<file path="config.mk">
export PLATFORM = sky130hd
export DESIGN_NAME = ers_seq
export DESIGN_NICKNAME = d
export VERILOG_FILES = /design/src/core/ers_pkg.sv /design/src/core/ers_sync.sv /design/src/core/ers_seq.sv
export SDC_FILE = /design/constraint.sdc
export NUM_CORES = 1
export LEC_CHECK = 0
export ABC_AREA = 1
export BUFFER_PORTS_ARGS = -buffer_cell sky130_fd_sc_hd__buf_4
export CAP_MARGIN = 0
export CORE_MARGIN = 5
export CORE_UTILIZATION = 50
export CTS_BUF_LIST = sky130_fd_sc_hd__clkbuf_2 sky130_fd_sc_hd__clkbuf_4 sky130_fd_sc_hd__clkbuf_8
export DETAILED_ROUTE_END_ITERATION = 6
export HOLD_SLACK_MARGIN = 0.12
export PLACE_DENSITY = 0.71
export SYNTH_ARGS = -nofsm -noshare
export SYNTH_HDL_FRONTEND = slang
export SYNTH_SLANG_ARGS = --single-unit
</file>
<file path="constraint.sdc">
create_clock -name CLOCK_IN -period 3 [get_ports CLOCK_IN]
set_input_delay 0.75 -clock CLOCK_IN [delete_from_list [all_inputs] [get_ports CLOCK_IN]]
set_output_delay 0.75 -clock CLOCK_IN [all_outputs]
set_load 0.05 [all_outputs]
</file>
<file path="src/core/ers_pkg.sv">
// ers_pkg: constants for the external reset pin sequencer
// assumes a single 100 MHz core clock
package ers_pkg;
  // ---------------------------------------------------------------
  // timing
  // ---------------------------------------------------------------
  localparam int CLK_PERIOD_NS = 10;
  localparam int RST_DELAY_CYCLES = 2048; // internal delay, in clock cycles
  localparam int CNT_W = 12;
  localparam logic [CNT_W-1:0] CNT_LAST = CNT_W'(RST_DELAY_CYCLES - 1);
  localparam logic [CNT_W-1:0] CNT_RST = 12'h000;
  // ---------------------------------------------------------------
  // operating modes of the controller
  // ---------------------------------------------------------------
  localparam logic [1:0] MODE_RUN = 2'h0;
  localparam logic [1:0] MODE_WAIT = 2'h1;
  localparam logic [1:0] MODE_STOP = 2'h2;
  // ---------------------------------------------------------------
  // sequencer states, one-hot
  // ---------------------------------------------------------------
  typedef enum logic [3:0] {
    ST_HOLD = 4'h1,
    ST_DELAY = 4'h2,
    ST_INIT = 4'h4,
    ST_RUN = 4'h8
  } ers_state_t;
endpackage : ers_pkg

</file>
<file path="src/core/ers_sync.sv">
// ers_sync: two-flop level synchroniser for the reset pin
// assumes pin is asynchronous; resets to the inactive (high) level
`timescale 1ns/1ps
module ers_sync (
  input wire logic clk_in,
  input wire logic nrst_in,
  input wire logic d_in,
  output logic q_out
);
  logic s1_r;
  logic s1_nxt;
  logic s2_r;
  logic s2_nxt;

  // next values; first stage only feeds the second
  always_comb begin
    s1_nxt = d_in;
    s2_nxt = s1_r;
  end

  always_ff @(posedge clk_in or negedge nrst_in) begin
    if (!nrst_in) begin
      s1_r <= 1'b1;
      s2_r <= 1'b1;
    end else begin
      s1_r <= s1_nxt;
      s2_r <= s2_nxt;
    end
  end

  assign q_out = s2_r;
endmodule // ers_sync

</file>
<file path="src/core/ers_seq.sv">
// ers_seq: external reset pin sequencer (top)
// assumes pin driven by a board reset circuit; mode and init_done from core
// Functional notes
// - reset pin is active low, accepted in run, wait and stop
// - internal delay of 2048 clocks makes short pulses a valid reset
// - reset state held as long as the pin stays low
// - running program halted at once; nothing to halt in wait, yet CPU_HALT_OUT is raised there too
// - in run or wait: pins to input pull-up, oscillator restarted
// - in stop: oscillator started, pins to input pull-up
// - initialization begins only after the delay count expires
// - external reset outranks every other non-maskable event
// - initialization clears all port registers
`timescale 1ns/1ps
module ers_seq
  import ers_pkg::*;
(
  input wire logic CLOCK_IN,
  input wire logic NRST_IN,
  input wire logic RST_PIN_N_IN,
  input wire logic [1:0] MODE_IN,
  input wire logic INIT_DONE_IN,
  output logic CORE_RST_OUT,
  output logic CPU_HALT_OUT,
  output logic PORT_FORCE_IPU_OUT,
  output logic OSC_RESTART_OUT,
  output logic OSC_START_OUT,
  output logic INIT_OUT,
  output logic PORT_CLEAR_OUT,
  output logic RST_EVENT_OUT
);
  // ---------------------------------------------------------------
  // pin synchroniser
  // ---------------------------------------------------------------
  logic pin_s;

  ers_sync u_sync (
    .clk_in(CLOCK_IN),
    .nrst_in(NRST_IN),
    .d_in(RST_PIN_N_IN),
    .q_out(pin_s)
  );

  logic pin_low;
  assign pin_low = ~pin_s;

  // ---------------------------------------------------------------
  // sequencer
  // ---------------------------------------------------------------
  ers_state_t state_r;
  ers_state_t state_nxt;
  logic [CNT_W-1:0] cnt_r;
  logic [CNT_W-1:0] cnt_nxt;
  logic stop_r;
  logic stop_nxt;
  logic hold_pulse_r;
  logic hold_pulse_nxt;

  // state, delay count and remembered stop mode
  always_comb begin
    state_nxt = state_r;
    cnt_nxt = cnt_r;
    stop_nxt = stop_r;
    hold_pulse_nxt = 1'b0;
    // pin low overrides any state, whatever the mode
    if (pin_low) begin
      if (state_r != ST_HOLD) begin
        stop_nxt = (MODE_IN == MODE_STOP);
        hold_pulse_nxt = 1'b1;
      end
      state_nxt = ST_HOLD;
      cnt_nxt = CNT_RST; // restart count on reassertion
    end else begin
      unique case (state_r)
        ST_HOLD: begin
          state_nxt = ST_DELAY;
          cnt_nxt = CNT_RST;
        end
        ST_DELAY: begin
          if (cnt_r == CNT_LAST) begin
            state_nxt = ST_INIT;
          end else begin
            cnt_nxt = cnt_r + 12'h001;
          end
        end
        ST_INIT: begin
          if (INIT_DONE_IN) begin
            state_nxt = ST_RUN;
            stop_nxt = 1'b0;
          end
        end
        ST_RUN: begin
          state_nxt = ST_RUN;
        end
      endcase
    end
  end

  // after system reset the device starts through the delay like a pin reset
  always_ff @(posedge CLOCK_IN or negedge NRST_IN) begin
    if (!NRST_IN) begin
      state_r <= ST_DELAY;
      cnt_r <= CNT_RST;
      stop_r <= 1'b0;
      hold_pulse_r <= 1'b0;
    end else begin
      state_r <= state_nxt;
      cnt_r <= cnt_nxt;
      stop_r <= stop_nxt;
      hold_pulse_r <= hold_pulse_nxt;
    end
  end

  // ---------------------------------------------------------------
  // outputs
  // ---------------------------------------------------------------
  // registered outputs decoded from the next state
  logic core_rst_r;
  logic halt_r;
  logic ipu_r;
  logic osc_rst_r;
  logic osc_start_r;
  logic init_r;
  logic core_rst_nxt;
  logic halt_nxt;
  logic ipu_nxt;
  logic osc_rst_nxt;
  logic osc_start_nxt;
  logic init_nxt;

  always_comb begin
    core_rst_nxt = (state_nxt == ST_HOLD) || (state_nxt == ST_DELAY);
    halt_nxt = core_rst_nxt && (MODE_IN == MODE_RUN || state_nxt != ST_RUN);
    ipu_nxt = core_rst_nxt;
    osc_rst_nxt = (state_nxt == ST_HOLD) && !stop_nxt;
    osc_start_nxt = (state_nxt == ST_HOLD) && stop_nxt;
    init_nxt = (state_nxt == ST_INIT);
  end

  always_ff @(posedge CLOCK_IN or negedge NRST_IN) begin
    if (!NRST_IN) begin
      core_rst_r <= 1'b1;
      halt_r <= 1'b1;
      ipu_r <= 1'b1;
      osc_rst_r <= 1'b0;
      osc_start_r <= 1'b0;
      init_r <= 1'b0;
    end else begin
      core_rst_r <= core_rst_nxt;
      halt_r <= halt_nxt;
      ipu_r <= ipu_nxt;
      osc_rst_r <= osc_rst_nxt;
      osc_start_r <= osc_start_nxt;
      init_r <= init_nxt;
    end
  end

  assign CORE_RST_OUT = core_rst_r;
  assign CPU_HALT_OUT = halt_r;
  assign PORT_FORCE_IPU_OUT = ipu_r;
  assign OSC_RESTART_OUT = osc_rst_r;
  assign OSC_START_OUT = osc_start_r;
  assign INIT_OUT = init_r;
  assign PORT_CLEAR_OUT = init_r; // port registers cleared during init
  assign RST_EVENT_OUT = hold_pulse_r; // top priority event to the core

  // ---------------------------------------------------------------
  // assertions
  // ---------------------------------------------------------------
  // helper count of cycles spent in the delay, kept apart from cnt_r
  // so that a wrong end point in the sequencer cannot hide itself
  logic [CNT_W-1:0] dly_seen_r;
  logic [CNT_W-1:0] dly_seen_nxt;

  always_comb begin
    if (state_r == ST_DELAY) begin
      dly_seen_nxt = dly_seen_r + 12'h001;
    end else begin
      dly_seen_nxt = CNT_RST;
    end
  end

  always_ff @(posedge CLOCK_IN or negedge NRST_IN) begin
    if (!NRST_IN) begin
      dly_seen_r <= CNT_RST;
    end else begin
      dly_seen_r <= dly_seen_nxt;
    end
  end
endmodule // ers_seq

</file>
==> metrics.yaml <==
grt_max_degree: 26
p_int_w: 0.000432
p_leak_nw: 0.648
start_util: 0.509
hp-class: "in2async"
cts_made_buffers: 3
track_usage: 0.141
rr_worst_depth: 8
ys.warnings.count: 0
layout.cells.non_filler: 204
critPathMaxStageDelay_ns: 0.55
cts_tree: "done"
rows: 19
setup_ws_ns: 1.20
core-area_mm2: 0.00269
synth_cell_types: 27
cts-htree-levels: 1
placed_cells_incl_taps: 200
cap_violations: 0
slowest_stage: "dfstp_2"
grt_pass1_wl_um: 4610
crit_path_end_kind: "output pin"
cp_cell_sequence: "buf_4"
place_congestion: 0.867
setup_tns_ns: 0
drt_iter0_markers: 68
ys_seq_elements: 25
wl_per_cell_um: 13.0
p_sw_w: 0.000157
dp_hpwl_um: 1960
clock-root-buffer: "clkbuf_4"
fillers: 242
final_hold_viol_count: 0
cts_setup_buffers: 0
reg2reg_from: "cnt_r[1]$_DFFE_PN0P_"
die_area_mm2: 0.00388
holdBufCountCts: 0
period_minus_slack_ns: 1.80
clockPowerShare: 0.266
outcome: "finished clean"
finalClockSkew_ns: 0.00535
clk_latency_ns: 0.31
path_buf_inv: 1
clk_pin_slew_ns: 0.13
rsz0062_at_grt: "no"
critPathArrivalTime_ns: 1.05
cts_max_path_buffers: 2
ant_nets: 0
port_buffers: 13
critical_path.top_delay_family: "flip-flops"
crit_required_ns: 2.25
via_count: 1113
relSlewSlack: 0.772
syn2layout_area_growth_pct: 9.88
tightestPinTransition_ns: 0.340
power.share.sequential: 0.606
drcViolationCount: 0
reg2reg_slack_ns: 1.26
synth_seq_area_share: 0.462
ios: 14
grt_antenna_before_repair: 0
final-setup-viol-count: 0
p_per_area_mw_per_mm2: 392
p_sw_frac: 0.266
yosys_most_used_dff: "dfrtp_1"
ir_drop_mv: 0.220
synth-edff-count: 0
gr-total-overflow: 0
first_global_vias: 1047
finalCritPeriodShare: 0.602
die_h_um: 62.3
fmax_mhz: 554
die_w_um: 62.3
cts_resized: 0
r2r_end: "cnt_r[9]$_DFFE_PN0P_"
synth_area_mm2: 0.00137
critPathMaxFanout: 2
slew_viol_final: 0
netlist_instances: 160
async_flop_share: 1.00
viasPerCell: 5.46
crit_type: "reg2out"
dp_slack_ns: 1.31
cts_sinks: 25
drt_first_pass_iters: 5
drive_gt1_frac: 0.295
routed_wl_um: 2640
startpoint_type: "register"
syn_nets: 167
n_antenna_cell: 0
avgSynthCellArea_um2: 8.55
pwr-share-comb: 0.128
finish.net_count: 181
## layout by cell type (no fill, tap or decap), types with 2 or more instances in the layout
cell / count
nand2_4: 2
clkbuf_4: 4
inv_1: 15
nor2_1: 19
buf_4: 13
nand3_1: 17
o21ai_2: 6
dfstp_2: 5
dfrtp_1: 20
nand4_1: 6
a21oi_1: 4
nand3_2: 3
o21ai_0: 3
inv_2: 6
o22ai_1: 2
nand2_2: 5
o21ai_1: 3
and2_1: 2
nand2_1: 28
nor2_4: 4
## through the flow
step / power (W) / hold WS [ns] / utilization / area [µm²]
2_1_floorplan: 0.000414 / 0.345 / - / 1370
3_3_place_gp: 0.000437 / 0.348 / 0.548 / 1470
3_5_place_dp: 0.000438 / 0.348 / 0.548 / 1470
4_1_cts: 0.000594 / 0.314 / 0.559 / 1500
5_1_grt: 0.000621 / 0.309 / 0.559 / 1500
6_report: 0.000588 / 0.308 / 0.559 / 1500
## cells in the mapped netlist (2+ instances only)
master / number / area, µm²
nor2_1: 19 / 71.3
nand2_1: 28 / 105
dfrtp_1: 20 / 500
o21ai_2: 6 / 52.6
and2_1: 2 / 12.5
nor2_4: 4 / 45.0
o21ai_0: 3 / 15.0
inv_1: 15 / 56.3
dfstp_2: 5 / 131
a21oi_1: 4 / 20.0
o21ai_1: 3 / 15.0
nand3_2: 3 / 30.0
inv_2: 6 / 22.5
o22ai_1: 2 / 12.5
nand4_1: 6 / 37.5
nand3_1: 17 / 85.1
nand2_2: 5 / 31.3
nand2_4: 2 / 22.5
buf_4: 2 / 15.0
## worst reg2reg max path, cell delays in order (launching register included)
cell     delay [ns]
dfrtp_1        0.42
ha_1           0.29
nand2_2        0.12
nor2_4         0.15
nand3_4        0.11
nand2_4        0.13
nand2_4        0.16
and2_0         0.19
nor2_1         0.11
## power by group through the flow
stage / sequential [W] / clock (W) / combinational, W
after floorplan: 0.000374 / 0 / 0.0000399
after global placement: 0.000362 / 0 / 0.0000751
after detailed placement: 0.000363 / 0 / 0.0000757
after CTS: 0.000357 / 0.000161 / 0.0000761
after global routing: 0.000358 / 0.000180 / 0.0000825
final: 0.000357 / 0.000156 / 0.0000754
## per-layer routing
layer,routed length [µm],GRT usage,share of wire
met5,0,0,0
met4,44,0.0584,0.017
met3,136,0.0252,0.051
met2,1240,0.229,0.47
met1,1220,0.185,0.46
## logic make-up after synthesis
kind of cell | after synthesis | synth area share
and+or+nand+nor | 90 | 0.359
buffers and inverters | 25 | 0.0805
DFF | 25 | 0.462
AOI/OAI and AO/OA | 19 | 0.0897
adders and majority gates | 1 | 0.00915
## area by class of cell
class	count	area [µm²]	share of cell area
flip-flops and latches	25	632	0.420
well taps	31	38.8	0.0258
clock buffers	4	30.0	0.0200
multi-input cells	110	626	0.416
inverters	21	78.8	0.0525
repair buffers	13	97.6	0.0649
## sequential cells by signal, summed over array words and instances, names as in the netlist
| signal | cells |
|---|---|
| u_sync.q_out | 1 |
| cnt_r | 12 |
| INIT_OUT | 1 |
| PORT_FORCE_IPU_OUT | 1 |
| OSC_START_OUT | 1 |
| state_r | 4 |
| u_sync.s1_r | 1 |
| CPU_HALT_OUT | 1 |
| OSC_RESTART_OUT | 1 |
| stop_r | 1 |
| RST_EVENT_OUT | 1 |
## worst max-delay path by stage
| stage | start | endpoint | slack (ns) | depth (start not counted) |
|---|---|---|---|---|
| 4_1_cts | PORT_FORCE_IPU_OUT$_DFF_PN1_ | PORT_FORCE_IPU_OUT | 1.19 | 1 |
| 3_5_place_dp | cnt_r[1]$_DFFE_PN0P_ | cnt_r[9]$_DFFE_PN0P_ | 1.31 | 8 |
| 5_1_grt | cnt_r[1]$_DFFE_PN0P_ | cnt_r[9]$_DFFE_PN0P_ | 1.12 | 8 |
| 6_report | PORT_FORCE_IPU_OUT$_DFF_PN1_ | PORT_FORCE_IPU_OUT | 1.20 | 1 |
| 3_3_place_gp | cnt_r[1]$_DFFE_PN0P_ | cnt_r[9]$_DFFE_PN0P_ | 1.41 | 8 |
| 2_1_floorplan | PORT_FORCE_IPU_OUT$_DFF_PN1_ | PORT_FORCE_IPU_OUT | 1.33 | 1 |
Power figures use the tool's default switching activity.
